### src/verilog/dfs_pkg.sv
// dfs_pkg: constants, types and encodings of the fault status capture block
// assumes a single core clock; no timing constants are needed
package dfs_pkg;

  // privilege levels of the requesting instruction
  typedef enum logic [1:0] {
    DFS_LVL_USER = 2'h0,
    DFS_LVL_KERNEL = 2'h1,
    DFS_LVL_VIRT = 2'h2
  } dfs_level_type;

  // outcome of a system register access
  typedef enum logic [1:0] {
    DFS_RESP_DONE = 2'h0,
    DFS_RESP_UNDEF_KERNEL = 2'h1,
    DFS_RESP_UNDEF_VIRT = 2'h2,
    DFS_RESP_TRAP_VIRT = 2'h3
  } dfs_resp_type;

  // coprocessor instruction fields
  typedef struct packed {
    logic [3:0] coproc;
    logic [2:0] opc1;
    logic [3:0] crn;
    logic [3:0] crm;
    logic [2:0] opc2;
    logic write;
    logic [31:0] wdata;
    dfs_level_type level;
  } dfs_req_type;

  // trap and routing controls from the virtualisation registers
  typedef struct packed {
    logic virt_level_present;
    logic debug_access_trap;
    logic vm_write_trap;
    logic vm_read_trap;
    logic trap_primary_reg5;
    logic trap_primary_reg1;
    logic general_exception_route;
    logic access_ctrl_fault;
  } dfs_trap_type;

  // data abort report from the memory pipeline
  typedef struct packed {
    logic [5:0] status;
    logic write_not_read;
    logic cache_maint_fault;
    logic sys_instr_fault;
    logic external_abort_type;
    logic fault_address_invalid;
  } dfs_abort_type;

  // register encodings
  localparam logic [3:0] DFS_CP14 = 4'he;
  localparam logic [3:0] DFS_CP15 = 4'hf;
  localparam logic [2:0] DFS_DSCR_OPC1 = 3'h0;
  localparam logic [3:0] DFS_DSCR_CRN = 4'h0;
  localparam logic [3:0] DFS_DSCR_CRM = 4'h2;
  localparam logic [2:0] DFS_DSCR_OPC2 = 3'h2;
  localparam logic [2:0] DFS_DATA_FAULT_STATUS_OPC1 = 3'h0;
  localparam logic [3:0] DFS_DATA_FAULT_STATUS_CRN = 4'h5;
  localparam logic [3:0] DFS_DATA_FAULT_STATUS_CRM = 4'h0;
  localparam logic [2:0] DFS_DATA_FAULT_STATUS_OPC2 = 3'h0;
  localparam logic [2:0] DFS_FTR_OPC1 = 3'h4;
  localparam logic [3:0] DFS_FTR_CRN = 4'h1;
  localparam logic [3:0] DFS_FTR_CRM = 4'h1;
  localparam logic [2:0] DFS_FTR_OPC2 = 3'h2;

  // debug entry methods
  localparam logic [3:0] DFS_MOE_BREAKPOINT = 4'h1;
  localparam logic [3:0] DFS_MOE_SW_SOFTWARE_BREAKPOINT_INSTR = 4'h3;
  localparam logic [3:0] DFS_MOE_VECTOR = 4'h5;
  localparam logic [3:0] DFS_MOE_WATCHPOINT = 4'ha;

  // fault status codes
  localparam logic [5:0] DFS_ST_TRANSLATION = 6'h04;
  localparam logic [5:0] DFS_ST_PERMISSION = 6'h0c;
  localparam logic [5:0] DFS_ST_SYNC_EXT = 6'h10;
  localparam logic [5:0] DFS_ST_SYSTEM_ERROR_INTERRUPT = 6'h11;
  localparam logic [5:0] DFS_ST_SYNC_PARITY = 6'h18;
  localparam logic [5:0] DFS_ST_SYSTEM_ERROR_INTERRUPT_PARITY = 6'h19;
  localparam logic [5:0] DFS_ST_ALIGNMENT = 6'h21;
  localparam logic [5:0] DFS_ST_DEBUG = 6'h22;
  localparam logic [5:0] DFS_ST_LOCKDOWN = 6'h34;
  localparam logic [5:0] DFS_ST_EXCLUSIVE = 6'h35;

  // field positions
  localparam int DFS_FNV_BIT = 16;
  localparam int DFS_CM_BIT = 13;
  localparam int DFS_EXT_BIT = 12;
  localparam int DFS_WNR_BIT = 11;
  localparam int DFS_LONG_DESC_BIT = 9;
  localparam int DFS_MOE_LSB = 2;
  localparam int DFS_MDBG_BIT = 15;
  localparam int DFS_UDCC_BIT = 12;
  localparam int DFS_NS_BIT = 18;

  // save/restore fields of the external debug status/control view
  localparam logic [31:0] DFS_DSCR_SR_MASK = 32'h6ee04040;
  // software-owned control bits of that view
  localparam logic [31:0] DFS_DSCR_CTL_MASK = 32'h00009000;
  // reset values (unspecified fields come up as zero)
  localparam logic [31:0] DFS_DSCR_RESET = 32'h00000000;
  localparam logic [31:0] DFS_DATA_FAULT_STATUS_RESET = 32'h00000000;
  localparam logic [31:0] DFS_FTR_RESET_VIRT = 32'h000033ff;

endpackage : dfs_pkg

### src/verilog/dfs_fault_status.sv
// dfs_fault_status: debug entry method and data fault status recording,
// with coprocessor register access and the trap checks that guard it
// assumes requests are one-cycle pulses synchronous to mclk_in and that
// the trap controls are held stable by the virtualisation registers
//
// Overview of operation
// - debug entry writes method code into bits 5:2
// - entry method field reset value is unspecified
// - cp14 0/c0/c2/2 reaches debug view, no user
// - OS lock clear makes save/restore fields read-only
// - debug access trap sends kernel accesses to virt
// - each known-code data abort replaces fault status; reset unspecified
// - bit 16 marks invalid fault address, sync external
// - bit 13 marks cache maintenance sync fault
// - bit 12 external abort class, zero otherwise
// - bit 11 records write versus read
// - cp15 system instruction faults force write bit
// - translation, permission, alignment, debug status codes
// - external abort and system error status codes
// - lockdown and exclusive codes; reserved never produced
// - cp15 0/c5/c0/0 reaches fault status, no user
// - vm write trap sends kernel writes to virt
// - vm read trap sends kernel reads to virt
// - primary reg 5 trap sends kernel accesses
// - feature trap register virt only, reg1 trap
// - feature trap defined reset only into virt
// - access control faults beat feature trap traps
// - OS lock set: save/restore fields writable, live
// - general route sends kernel exceptions to virt
`timescale 1ns/1ps

module dfs_fault_status #(
  parameter bit EXT_CLASS_IMPL = 1'b0 // external abort class provided
) (
  input wire logic mclk_in, // core clock, 25 MHz
  input wire logic reset_in, // synchronous, active high
  input wire logic reset_into_virt_in, // core resets into virt level
  input wire logic req_valid_in, // register access request pulse
  input wire dfs_pkg::dfs_req_type req_in, // access encoding and data
  input wire dfs_pkg::dfs_trap_type trap_in, // trap controls
  input wire logic os_lock_flag_in, // OS lock set
  input wire logic [31:0] ext_live_in, // live external debug status
  input wire logic dbg_entry_in, // debug exception taken pulse
  input wire logic [3:0] dbg_method_in, // entry method code
  input wire logic abort_in, // data abort taken pulse
  input wire dfs_pkg::dfs_abort_type abort_info_in, // abort cause
  output logic resp_valid_out, // answer pulse
  output dfs_pkg::dfs_resp_type resp_out, // answer outcome
  output logic [31:0] rdata_out, // read data
  output logic ext_restore_out, // restore strobe to debug logic
  output logic [31:0] ext_restore_data_out, // restored field values
  output logic [31:0] data_fault_status_out, // fault status view
  output logic [31:0] feature_trap_out // feature trap register
);
  import dfs_pkg::*;

  function automatic logic is_known_status(input logic [5:0] st);
    case (st)
      DFS_ST_TRANSLATION, DFS_ST_PERMISSION, DFS_ST_SYNC_EXT,
      DFS_ST_SYSTEM_ERROR_INTERRUPT, DFS_ST_SYNC_PARITY, DFS_ST_SYSTEM_ERROR_INTERRUPT_PARITY,
      DFS_ST_ALIGNMENT, DFS_ST_DEBUG, DFS_ST_LOCKDOWN,
      DFS_ST_EXCLUSIVE: is_known_status = 1'b1;
      default: is_known_status = 1'b0;
    endcase
  endfunction : is_known_status

  function automatic logic is_external(input logic [5:0] st);
    is_external = (st == DFS_ST_SYNC_EXT) || (st == DFS_ST_SYSTEM_ERROR_INTERRUPT) ||
                  (st == DFS_ST_SYNC_PARITY) ||
                  (st == DFS_ST_SYSTEM_ERROR_INTERRUPT_PARITY);
  endfunction : is_external

  function automatic logic is_async(input logic [5:0] st);
    is_async = (st == DFS_ST_SYSTEM_ERROR_INTERRUPT) || (st == DFS_ST_SYSTEM_ERROR_INTERRUPT_PARITY);
  endfunction : is_async

  function automatic logic enc_match(input dfs_req_type r,
                                     input logic [3:0] cp,
                                     input logic [2:0] o1,
                                     input logic [3:0] n,
                                     input logic [3:0] m,
                                     input logic [2:0] o2);
    enc_match = (r.coproc == cp) && (r.opc1 == o1) && (r.crn == n) &&
                (r.crm == m) && (r.opc2 == o2);
  endfunction : enc_match

  logic [31:0] dscr_ctl_r;
  logic [31:0] dscr_ctl_nxt;
  logic [3:0] entry_method_r;
  logic [3:0] entry_method_nxt;
  logic [31:0] fault_r;
  logic [31:0] fault_nxt;
  logic [31:0] ftr_r;
  logic [31:0] ftr_nxt;
  logic resp_valid_r;
  dfs_resp_type resp_r;
  dfs_resp_type resp_nxt;
  logic [31:0] rdata_r;
  logic [31:0] rdata_nxt;
  logic restore_r;
  logic [31:0] restore_data_r;

  // register selection
  wire logic sel_dscr = enc_match(req_in, DFS_CP14, DFS_DSCR_OPC1,
                        DFS_DSCR_CRN, DFS_DSCR_CRM, DFS_DSCR_OPC2);
  wire logic sel_data_fault_status = enc_match(req_in, DFS_CP15, DFS_DATA_FAULT_STATUS_OPC1,
                        DFS_DATA_FAULT_STATUS_CRN, DFS_DATA_FAULT_STATUS_CRM, DFS_DATA_FAULT_STATUS_OPC2);
  wire logic sel_ftr = enc_match(req_in, DFS_CP15, DFS_FTR_OPC1,
                       DFS_FTR_CRN, DFS_FTR_CRM, DFS_FTR_OPC2);
  wire logic sel_any = sel_dscr || sel_data_fault_status || sel_ftr;

  wire logic lvl_user = (req_in.level == DFS_LVL_USER);
  wire logic lvl_kernel = (req_in.level == DFS_LVL_KERNEL);
  wire logic lvl_virt = (req_in.level == DFS_LVL_VIRT);
  wire logic hyp = trap_in.virt_level_present;

  // kernel-level traps to virt, per register
  wire logic trap_dscr = hyp && trap_in.debug_access_trap;
  wire logic trap_data_fault_status_wr = hyp && trap_in.vm_write_trap &&
                            req_in.write;
  wire logic trap_data_fault_status_rd = hyp && trap_in.vm_read_trap &&
                            !req_in.write;
  wire logic trap_data_fault_status_r5 = hyp && trap_in.trap_primary_reg5;
  wire logic trap_data_fault_status = trap_data_fault_status_wr || trap_data_fault_status_rd || trap_data_fault_status_r5;
  wire logic trap_ftr = hyp && trap_in.trap_primary_reg1;

  wire logic kernel_trap = lvl_kernel && ((sel_dscr && trap_dscr) ||
                           (sel_data_fault_status && trap_data_fault_status) || (sel_ftr && trap_ftr));
  // undefined at this level: user level, unmapped, feature trap below virt
  wire logic ftr_undef = sel_ftr && lvl_kernel && !trap_ftr;
  wire logic undef_acc = !sel_any || lvl_user || ftr_undef ||
                         (sel_ftr && trap_in.access_ctrl_fault);
  // kernel-bound exceptions go to virt under general routing
  wire logic route_virt = trap_in.general_exception_route ||
                          lvl_virt;
  wire logic acc_ok = req_valid_in && !undef_acc && !kernel_trap;
  wire logic acc_wr = acc_ok && req_in.write;

  // external debug status/control read view
  wire logic [31:0] dscr_view = (ext_live_in & DFS_DSCR_SR_MASK) |
    (dscr_ctl_r & DFS_DSCR_CTL_MASK) |
    (32'h1 << DFS_NS_BIT) |
    {26'h0, entry_method_r, 2'h0};
  // save/restore fields accept writes only while locked
  wire logic sr_write = acc_wr && sel_dscr && os_lock_flag_in;

  // captured abort image, all fields formed together
  wire logic [5:0] ab_st = abort_info_in.status;
  wire logic ab_ok = abort_in && is_known_status(ab_st);
  wire logic ab_sync_ext = (ab_st == DFS_ST_SYNC_EXT) ||
                           (ab_st == DFS_ST_SYNC_PARITY);
  wire logic [31:0] ab_image =
    (32'(ab_sync_ext && abort_info_in.fault_address_invalid)
      << DFS_FNV_BIT) |
    (32'(!is_async(ab_st) && abort_info_in.cache_maint_fault)
      << DFS_CM_BIT) |
    (32'(EXT_CLASS_IMPL && is_external(ab_st) &&
      abort_info_in.external_abort_type) << DFS_EXT_BIT) |
    (32'(abort_info_in.write_not_read ||
      abort_info_in.sys_instr_fault) << DFS_WNR_BIT) |
    (32'h1 << DFS_LONG_DESC_BIT) |
    {26'h0, ab_st};
  // writable bits of the fault status register
  wire logic [31:0] data_fault_status_wmask = 32'h0001383f;

  // next-state selection; hardware events win over software writes
  assign entry_method_nxt = dbg_entry_in ? dbg_method_in :
    (acc_wr && sel_dscr) ? req_in.wdata[DFS_MOE_LSB +: 4] :
    entry_method_r;
  assign dscr_ctl_nxt = (acc_wr && sel_dscr) ?
    (req_in.wdata & DFS_DSCR_CTL_MASK) : dscr_ctl_r;
  assign fault_nxt = ab_ok ? ab_image :
    (acc_wr && sel_data_fault_status) ?
      ((req_in.wdata & data_fault_status_wmask) | (32'h1 << DFS_LONG_DESC_BIT)) :
    fault_r;
  assign ftr_nxt = (acc_wr && sel_ftr) ? req_in.wdata : ftr_r;

  assign resp_nxt = !req_valid_in ? DFS_RESP_DONE :
    undef_acc ? (route_virt ? DFS_RESP_UNDEF_VIRT :
                 DFS_RESP_UNDEF_KERNEL) :
    kernel_trap ? DFS_RESP_TRAP_VIRT : DFS_RESP_DONE;
  assign rdata_nxt = !(acc_ok && !req_in.write) ? 32'h0 :
    sel_dscr ? dscr_view :
    sel_data_fault_status ? fault_r : ftr_r;

  // debug and fault state; entry method and fault reset unspecified
  always_ff @(posedge mclk_in) begin
    if (reset_in) begin
      entry_method_r <= 4'h0;
      dscr_ctl_r <= DFS_DSCR_RESET;
      fault_r <= DFS_DATA_FAULT_STATUS_RESET;
    end else begin
      entry_method_r <= entry_method_nxt;
      dscr_ctl_r <= dscr_ctl_nxt;
      fault_r <= fault_nxt;
    end
  end

  // reset strap caught on the first edge after release
  logic strap_virt_r;
  logic reset_into_virt_done_r;

  // feature trap register: defined reset only when entering virt
  // strap_virt_r is high for the one cycle after the first edge
  always_ff @(posedge mclk_in) begin
    if (reset_in) begin
      ftr_r <= 32'h0;
    end else if (strap_virt_r) begin
      ftr_r <= DFS_FTR_RESET_VIRT;
    end else begin
      ftr_r <= ftr_nxt;
    end
  end

  always_ff @(posedge mclk_in) begin
    if (reset_in) begin
      strap_virt_r <= 1'b0;
      reset_into_virt_done_r <= 1'b0;
    end else begin
      strap_virt_r <= reset_into_virt_in && !reset_into_virt_done_r;
      reset_into_virt_done_r <= 1'b1;
    end
  end

  // access answer and restore strobe
  always_ff @(posedge mclk_in) begin
    if (reset_in) begin
      resp_valid_r <= 1'b0;
      resp_r <= DFS_RESP_DONE;
      rdata_r <= 32'h0;
      restore_r <= 1'b0;
      restore_data_r <= 32'h0;
    end else begin
      resp_valid_r <= req_valid_in;
      resp_r <= resp_nxt;
      rdata_r <= rdata_nxt;
      restore_r <= sr_write;
      restore_data_r <= sr_write ? (req_in.wdata & DFS_DSCR_SR_MASK) :
                        restore_data_r;
    end
  end

  assign resp_valid_out = resp_valid_r;
  assign resp_out = resp_r;
  assign rdata_out = rdata_r;
  assign ext_restore_out = restore_r;
  assign ext_restore_data_out = restore_data_r;
  assign data_fault_status_out = fault_r;
  assign feature_trap_out = ftr_r;

endmodule : dfs_fault_status

### config.mk
export PLATFORM = sky130hd
export DESIGN_NAME = dfs_fault_status
export DESIGN_NICKNAME = d
export VERILOG_FILES = /design/src/verilog/dfs_pkg.sv /design/src/verilog/dfs_fault_status.sv
export SDC_FILE = /design/constraint.sdc
export NUM_CORES = 1
export LEC_CHECK = 0
export ABC_AREA = 1
export BUFFER_PORTS_ARGS = -buffer_cell sky130_fd_sc_hd__buf_4
export CAP_MARGIN = 20
export CORE_ASPECT_RATIO = 1.4
export CORE_MARGIN = 3
export CORE_UTILIZATION = 30
export DETAILED_ROUTE_END_ITERATION = 8
export GPL_TIMING_DRIVEN = 0
export PLACE_DENSITY = 0.68
export SLEW_MARGIN = 0
export SYNTH_ARGS = -nofsm -noshare
export SYNTH_HDL_FRONTEND = slang
export SYNTH_SLANG_ARGS = --single-unit
### constraint.sdc
create_clock -name mclk_in -period 2.2 [get_ports mclk_in]
set_input_delay 0.11 -clock mclk_in [delete_from_list [all_inputs] [get_ports mclk_in]]
set_output_delay 0.11 -clock mclk_in [all_outputs]
set_load 0.02 [all_outputs]
======== Word level (Yosys, flattened, before mapping) ========
Index checks and enable logic that the tools add are counted.
word-level totals
  register bits ........................... 118
  input port bits ......................... 115
  output and inout bits ................... 132
  word-level logic and storage cells ...... 122
cells by class
  multiplexer cells ....................... 13
  reduce and logical (&&, ||, !) cells .... 70
  eq/ne operators ......................... 20
  bitwise operators ....................... 7
operators with widths
  kind                                                             number
  32-bit two-way mux                                               4
  1-bit logical AND                                                38
  31-bit by 16-bit bitwise OR with 31-bit output                   1
  31-bit by 6-bit bitwise OR with 31-bit output                    1
  14-bit two-way mux                                               2
  6-bit by 5-bit == test with 1-bit output, second input constant  4
  6-bit == test, second input constant                             4
  17-bit by 12-bit bitwise OR with 17-bit output                   1
  17-bit by 14-bit bitwise OR with 17-bit output                   1
  17-bit by 6-bit bitwise OR with 17-bit output                    1
  1-bit logical OR                                                 13
  10-bit OR reduction                                              1
  4-bit by 1-bit == test with 1-bit output, second input constant  2
  4-bit == test, second input constant                             2
  4-bit logical NOT                                                2
  4-bit two-way mux                                                2
  1-bit logical NOT                                                7
  6-bit by 3-bit == test with 1-bit output, second input constant  1
  6-bit by 4-bit == test with 1-bit output, second input constant  1
  3-bit logical NOT                                                2
  2-bit two-way mux                                                3
  2-bit nonzero test                                               3
  2-bit OR reduction                                               3
  4-bit by 2-bit == test with 1-bit output, second input constant  1
  other kinds (8)                                                  10

======== Logic depth before layout (Yosys ltp) ========
Gate-level depths: netlist of run 1.
  depth after elaboration ................. 18
  mapped depth ............................ 16
  mapped depth without buffers ............ 15

======== Least setup slack after synthesis of run 1 ========
OpenSTA, ideal clock, no wires.
  kind .................................... in2reg
  start point ............................. input req_in[41] in the netlist's numbering
  end point ............................... register ftr_r[7] (netlist: feature_trap_out[7])
  slack ................................... 500 ps
  path buffers ............................ 2
  setup time .............................. 118 ps
  arrival ................................. 1582 ps
  cell stages on the path ................. 14
  cells stage by stage .................... nor2_1 -> nand2_1 -> nor2_2 -> inv_1 -> nor2_2 -> nor2_2 -> nor2_4 -> nand2_2 -> nor2_4 -> nand2_2 -> buf_6 -> buf_6 -> nor3_1 -> nor2_1
between the ends
  word-level cells in the longest chain between the ends .. 15
  elaborated cells between the ends (all ways) .. 31
  classes of those cells .................. 2 x eq/ne; 29 x reduce/logical
RTL lines
  item                                                                                  RTL line                 RTL
  from (decl)                                                                           dfs_fault_status.sv:39   input wire dfs_pkg::dfs_req_type req_in,
  4-bit by 2-bit == test with 1-bit output / 4-bit logical NOT (equally long branches)  dfs_fault_status.sv:84   (r.crm == m) && (r.opc2 == o2);
  1-bit logical AND                                                                     dfs_fault_status.sv:83   enc_match = (r.coproc == cp) && (r.opc1 == o1) && (r.crn == n) &&
  1-bit logical AND                                                                     dfs_fault_status.sv:84
  1-bit logical OR (2 in series)                                                        dfs_fault_status.sv:110  wire logic sel_any = sel_dscr || sel_data_fault_status || sel_ftr;
  1-bit logical NOT                                                                     dfs_fault_status.sv:131  wire logic undef_acc = !sel_any || lvl_user || ftr_undef ||
  1-bit logical OR (3 in series)                                                        dfs_fault_status.sv:131
  1-bit logical NOT                                                                     dfs_fault_status.sv:136  wire logic acc_ok = req_valid_in && !undef_acc && !kernel_trap;
  1-bit logical AND (2 in series)                                                       dfs_fault_status.sv:136
  1-bit logical AND                                                                     dfs_fault_status.sv:137  wire logic acc_wr = acc_ok && req_in.write;
  1-bit logical AND (*)                                                                 dfs_fault_status.sv:176  assign ftr_nxt = (acc_wr && sel_ftr) ? req_in.wdata : ftr_r;
  2-bit nonzero test (no line) (*)                                                      -
  to (signal assigned)                                                                  dfs_fault_status.sv:211  ftr_r <= ftr_nxt;
  to (decl)                                                                             dfs_fault_status.sv:93   logic [31:0] ftr_r;
Every way passes the cells marked *; elsewhere a longest branch is shown, timed or not.
A chain may end at the register's enable or synchronous reset.

======== Final worst setup path of run 1 ========
  start point ............................. input req_in[45] in the netlist's numbering
  end point ............................... register rdata_r[9] (netlist: rdata_out[9])
between the ends
  word-level cells in the longest chain between the ends .. 16
  elaborated cells between the ends (all ways) .. 36
  classes of those cells .................. 2 x eq/ne; 2 x mux; 1 x bitwise; 31 x reduce/logical
RTL lines
  item                                                                                  RTL line                 RTL
  4-bit by 3-bit == test with 1-bit output / 4-bit logical NOT (equally long branches)  dfs_fault_status.sv:83
  1-bit logical AND (2 in series)                                                       dfs_fault_status.sv:83
  1-bit logical AND                                                                     dfs_fault_status.sv:84
  1-bit logical OR (2 in series)                                                        dfs_fault_status.sv:110
  1-bit logical NOT                                                                     dfs_fault_status.sv:131
  1-bit logical OR (3 in series)                                                        dfs_fault_status.sv:131
  1-bit logical NOT                                                                     dfs_fault_status.sv:136
  1-bit logical AND (2 in series)                                                       dfs_fault_status.sv:136
  1-bit logical AND                                                                     dfs_fault_status.sv:182  assign rdata_nxt = !(acc_ok && !req_in.write) ? 32'h0 :
  1-bit inverter (no line)                                                              -
  2-bit OR reduction (no line)                                                          -
  to (signal assigned)                                                                  dfs_fault_status.sv:236  rdata_r <= rdata_nxt;
  to (decl)                                                                             dfs_fault_status.sv:98   logic [31:0] rdata_r;
Several ways; a longest one is shown, not always the timed one.

==> metrics.cfg, run 1 <==
[timing]
fin_crit_ns=2.01
setup_tns_ns=0
worst_clock_skew_ns=0.00474
tightest_slew_ns=0.721
fin_crit_sh_pct=91.1
holdWs_ns=0.0108
drv_slew=0
slew-limit-headroom_pct=51.9
setup_viol=0
hold_viol_final=0
fmax_mhz=499
rsz0062_at_grt=false

[logic_synthesis]
synth_edf_count=0
yosys.area.top_type=dfxtp_1
ys_ff_latch=97
yosys_warnings=0
yosysMostFrequentCell=nand2_1
ys_types=32
netlist_top_cells_area=dfxtp_1 (42%), nand2_1 (12%), nor2_1 (9.8%)
postSynthCellCount=670
syn-cell-area_um2=4590
yosysSeqAreaShare_pct=42.3
synth-async-reset-ratio_pct=0
synthTopCellsByCount=nand2_1 (151), nor2_1 (120), dfxtp_1 (97)
avgSynthCellArea_um2=6.85
synthFlopType=dfxtp_1
yosysTopAreaCellShare_pct=42.3

[placed_design]
gp_congestion=0.877
dpl.hpwl_um=12400
portBuffers=180

[power]
p_total_uw=3900
cellPowerDensity_nw_per_um2=577
p_leak_uw=0.00353
vdd_drop_max_mv=0.431

[detailed_routing]
ant_nets=0
wl_met3_um=1010
drc_errors=0
vias=4806
routed_wirelength_um=15600
dr.pass1.iters=5
highest_layer=met4
vias_per_cell=4.33
wl_met1_um=6040
wire_per_inst_um=14.1
drt_iter0_markers=209
wl_met2_um=7870

[global_routing]
grt_start_max_net_pins=15
grt_pass1_vias=4593
grt_pass1_wl_um=24000
overflow=0
grt_use_total_pct=17.8
antenna_found_initial=0

[clock_tree]
clock_sinks=97
clk_latency_ns=0.33
htreeDepth=3
clk_path_buf_depth=2
cts_setup_buffers=0
clk_pin_slew_ns=0.06
cts_buffers=9
cts_tree=done
root_buffer=clkbuf_16

[floorplan]
io_pins=247
initial_core_util_pct=31.2
core_region_area_um2=14700
fp.dieH_um=152
chipWidth_um=111
rows=52
die-area_um2=16800

[final_layout]
area_growth_pct=47.2
antenna_cells=0
drive_above_1_share_pct=29.0
fin_nets=1030

[critical_path]
crit_type=in2reg
required_ns=2.46
end_kind=flip-flop
startpoint_type=primary input
cp.arrival_ns=2.26
worstPathMaxFanout=10

[min_path]
min_path_type=in2reg

[flow_run]
maxCapViolCount=0

[status]
status=completed

worst max-delay path: stages:
cell	delay (ns)
buf_4	0.11
nor2_1	0.21
nand2_1	0.10
nor2_2	0.15
nand3_2	0.19
nand2_8	0.17
nor2_2	0.06
nor2_4	0.15
nand4_2	0.29
or2_1	0.30
clkbuf_1	0.22
a21oi_1	0.19
metrics by stage:
step / setup WS (ns) / std cells / utilization (%) / instance area [um2]
3_3_place_gp: -0.148 / 1081 / 43.1 / 6340
6_report: 0.195 / 1109 / 45.9 / 6760
2_1_floorplan: 0.500 / 712 / - / 4750
4_1_cts: 0.198 / 1109 / 45.9 / 6750
5_1_grt: 0.000986 / 1109 / 45.9 / 6760
3_5_place_dp: -0.151 / 1081 / 43.1 / 6340
kinds of logic (layout without fill, tap and decap cells):
| logic type | Yosys count | count (layout) | share of synthesized area, % |
|---|---|---|---|
| AND/OR/NAND/NOR | 357 | 357 | 33.6 |
| other | 1 | 43 | 0.0817 |
| multiplexers | 2 | 2 | 0.436 |
| AO/OA/AOI/OAI | 64 | 64 | 7.33 |
| buffers and inverters | 149 | 357 | 16.2 |
| flip-flops | 97 | 97 | 42.3 |
final cells by class:
| class | instances | area [um2] |
|---|---|---|
| Buffer | 73 | 460 |
| Clock buffer | 13 | 250 |
| Clock inverter | 3 | 40.0 |
| Fill cell | 1530 | 7950 |
| Inverter | 76 | 285 |
| Multi-Input combinational cell | 466 | 2070 |
| Sequential cell | 97 | 1940 |
| Tap cell | 189 | 236 |
| Timing Repair Buffer | 192 | 1470 |
flip-flops by register name, indices dropped and copies added, names as in the netlist:
| signal | count |
|---|---|
| reset_into_virt_done_r | 1 |
| dscr_ctl_r | 2 |
| resp_out | 2 |
| data_fault_status_out | 11 |
| strap_virt_r | 1 |
| ext_restore_data_out | 10 |
| feature_trap_out | 32 |
| entry_method_r | 4 |
| rdata_out | 32 |
| resp_valid_out | 1 |
| ext_restore_out | 1 |
layout by cell type (no fill, tap or decap), types with 2 or more instances in the layout:
cell type and n:
conb_1 43, buf_2 7, clkbuf_1 22, buf_4 223, nor2_4 2, nand4_1 5
a211oi_1 5, nor3_2 5, nand2_1 151, dlygate4sd3_1 12, inv_2 2, nand2_2 2
dfxtp_1 97, nand3b_1 2, nor2_1 120, nor3_1 16, mux2i_1 2, inv_1 74
buf_6 2, nand3_1 42, nor2_2 4, o21ai_0 23, nand3_2 2, a21oi_1 34
clkinv_2 2, clkbuf_16 9
what timing repair did:
action,4_1_cts,5_1_grt
gates resized for setup,0,3
hold buffers,12,0
endpoints found under the hold margin,12,0
setup endpoints to repair,0,5
final timing paths:
check,start,end,slack [ns],depth (start not counted)
worst max-delay path,req_in[45],rdata_out[9],0.19,12
worst min-delay path,req_in[32],ext_restore_data_out[30],0.01,3
worst max register to register,strap_virt_r,feature_trap_out[22],0.95,4
worst min register to register,reset_into_virt_done_r,strap_virt_r,0.40,1
layer usage:
metal | GRT usage [%] | up-vias
met5 | 0 | -
met4 | 8.74 | 0
met3 | 3.77 | 40
met2 | 31.9 | 192
met1 | 19.9 | 2094
li1 | - | 2480
power breakdown:
group	switching, uW	total, uW	internal [uW]	leakage (uW)
Sequential	21.1	1810	1790	0.000786
Clock	642	1550	911	0.000144
Combinational	282	537	254	0.00260
Power figures use the tool's default switching activity.
==> inputs of run 2 (changes only) <==
--- a/config.mk
+++ b/config.mk
@@ -7,3 +7,3 @@
 export LEC_CHECK = 0
-export ABC_AREA = 1
+export ABC_AREA = 0
 export BUFFER_PORTS_ARGS = -buffer_cell sky130_fd_sc_hd__buf_4
--- a/constraint.sdc
+++ b/constraint.sdc
@@ -3,2 +3,2 @@
 set_output_delay 0.11 -clock mclk_in [all_outputs]
-set_load 0.02 [all_outputs]
+set_load 0.1 [all_outputs]
==> run 2 against run 1 <==
- sequential share of layout area fell by 0.23 points
- core utilization fell by 1.3 points
- fmax rose by 5.1%
- worst setup slack improved by 0.097 ns
- clock-buffer cell count fell by 4
- global-route usage rose by 0.21 points
- clock skew rose by 0.0030 ns
- via count fell by 3.9%
- synthesized cell count fell by 21%
- register-to-register slack improved by 0.15 ns
- sequential power barely moved
- combinational power rose by 64%
- critical path type unchanged
- critical endpoint is now rdata_out[12]
- largest cell class unchanged
- largest power group unchanged
- highest routed layer unchanged
==> metrics.cfg, run 2 <==
[final_layout]
n_fill_cell=1583
antenna_cells=0
layout_commonest_cell=buf_4
multiInputGateArea_um2=2420
fin_nets=876
drive_above_1_share_pct=35.1
final_core_util_pct=44.7
final_cell_area_um2=6810
seq_area_um2=1940
final_cell_mix=buf_4 (225), dfxtp_1 (97), mux2i_1 (51)
area_growth_pct=43.3

[power]
cellPowerDensity_nw_per_um2=626
intPower_uw=2830
switching_share_pct=33.6
power_frac_comb_pct=20.6
p_clk_share_pct=37.1
p_sw_uw=1430
p_leak_uw=0.00295
share_seq_of_total_power_pct=42.2
vdd_drop_max_mv=0.321

[clock_tree]
cts_setup_buffers=0
clk_latency_ns=0.35
clk_path_buf_depth=2
clock_sinks=97
post_cts_resized=0
htreeDepth=3
cts_hold_buf=1
clk_pin_slew_ns=0.08
root_buffer=clkbuf_16
cts_buffers=9
cts_tree=done

[critical_path]
cp.arrival_ns=2.15
startpoint_type=primary input
worstPathMaxFanout=10
end_kind=flip-flop
crit_type=in2reg
required_ns=2.44

[timing]
drv_slew=0
layout_setup_ws_ns=0.292
slew-limit-headroom_pct=55.4
fmax_mhz=524
fin_crit_sh_pct=86.7
holdWs_ns=0.00907
worst_clock_skew_ns=0.00778
tightest_slew_ns=0.669
hold_viol_final=0
setup_tns_ns=0
setup_viol=0
fin_crit_ns=1.91
rsz0062_at_grt=false

[logic_synthesis]
synth_edf_count=0
netlist_top_cells_area=dfxtp_1 (41%), mux2i_1 (11%), buf_4 (7.1%)
synthFlopType=dfxtp_1
yosysTopAreaCellShare_pct=40.9
ys_types=56
yosys.area.top_type=dfxtp_1
synth-async-reset-ratio_pct=0
postSynthCellCount=527
syn-cell-area_um2=4750
yosysMostFrequentCell=dfxtp_1
ys_ff_latch=97
yosysSeqAreaShare_pct=40.9
yosys_warnings=0
avgSynthCellArea_um2=9.01
synthTopCellsByCount=dfxtp_1 (97), mux2i_1 (51), buf_4 (45)

[status]
status=completed

[detailed_routing]
dr.pass1.iters=4
ant_nets=0
wire_per_inst_um=16.9
drt_iter0_markers=222
routed_wirelength_um=16200
drc_errors=0
vias=4619
vias_per_cell=4.82

[floorplan]
io_pins=247
core_region_area_um2=15300
chipWidth_um=112
fp.dieH_um=155
die-area_um2=17400
rows=53
initial_core_util_pct=31.1

[placed_design]
pre_cts_ws_ns=-0.0576
place_area_um2=6500
gp_congestion=0.842
dpl.hpwl_um=12700
portBuffers=180

[min_path]
min_path_type=in2reg

[global_routing]
antenna_found_initial=0
grt_use_total_pct=18.0
grt_pass1_wl_um=24600
overflow=0
grt_start_max_net_pins=20
grt_pass1_vias=4531

[flow_run]
maxCapViolCount=0

## run 2: critical path, stage by stage
cell,delay [ns]
buf_4,0.11
nor3_2,0.35
nand4b_1,0.38
a21oi_1,0.41
o2111ai_2,0.24
buf_2,0.28
a2111oi_2,0.26
## run 2: cell type report
| class | instances | share of cell area [%] |
|---|---|---|
| well taps | 192 | 3.53 |
| flip-flops and latches | 97 | 28.5 |
| clock inverters | 7 | 1.10 |
| clock buffers | 9 | 3.31 |
| plain buffers | 77 | 7.00 |
| inverters | 18 | 0.992 |
| repair buffers | 181 | 20.0 |
| multi-input cells | 377 | 35.6 |
## run 2: metal layers
layer / track usage [%] / share of wire [%]
met1: 21.3 / 40
met2: 30.9 / 49
met3: 4.09 / 7.8
met4: 8.48 / 2.9
met5: 0 / 0
## run 2: metrics by stage
stage | cells | power (uW)
CTS | 958 | 4290
finish | 958 | 4260
global placement | 941 | 2710
floorplan | 569 | 2480
detailed placement | 941 | 2710
global route | 958 | 4400
## run 2: power groups by stage
stage	registers (uW)	clock network (uW)	logic, uW
3_5_place_dp	1840	0	874
6_report	1800	1580	880
3_3_place_gp	1840	0	871
4_1_cts	1800	1610	877
2_1_floorplan	1970	0	509
5_1_grt	1800	1680	920
## run 2: cells by family (layout without fill, tap and decap cells)
family / after synthesis / after routing / synth area share, %
buf+inv: 95 / 292 / 11.5
simple gates: 164 / 164 / 19.7
compound gates: 117 / 117 / 16.6
other cells: 1 / 43 / 0.0789
flops: 97 / 97 / 40.9
mux: 53 / 53 / 11.3
## run 2: final timing paths
path / to / startpoint / slack (ns) / cells past startpoint
max: rdata_out[12] / req_in[45] / 0.29 / 7
min: ext_restore_data_out[23] / req_in[25] / 0.009 / 3
max reg2reg: feature_trap_out[15] / strap_virt_r / 1.10 / 4
min reg2reg: strap_virt_r / reset_into_virt_done_r / 0.40 / 1
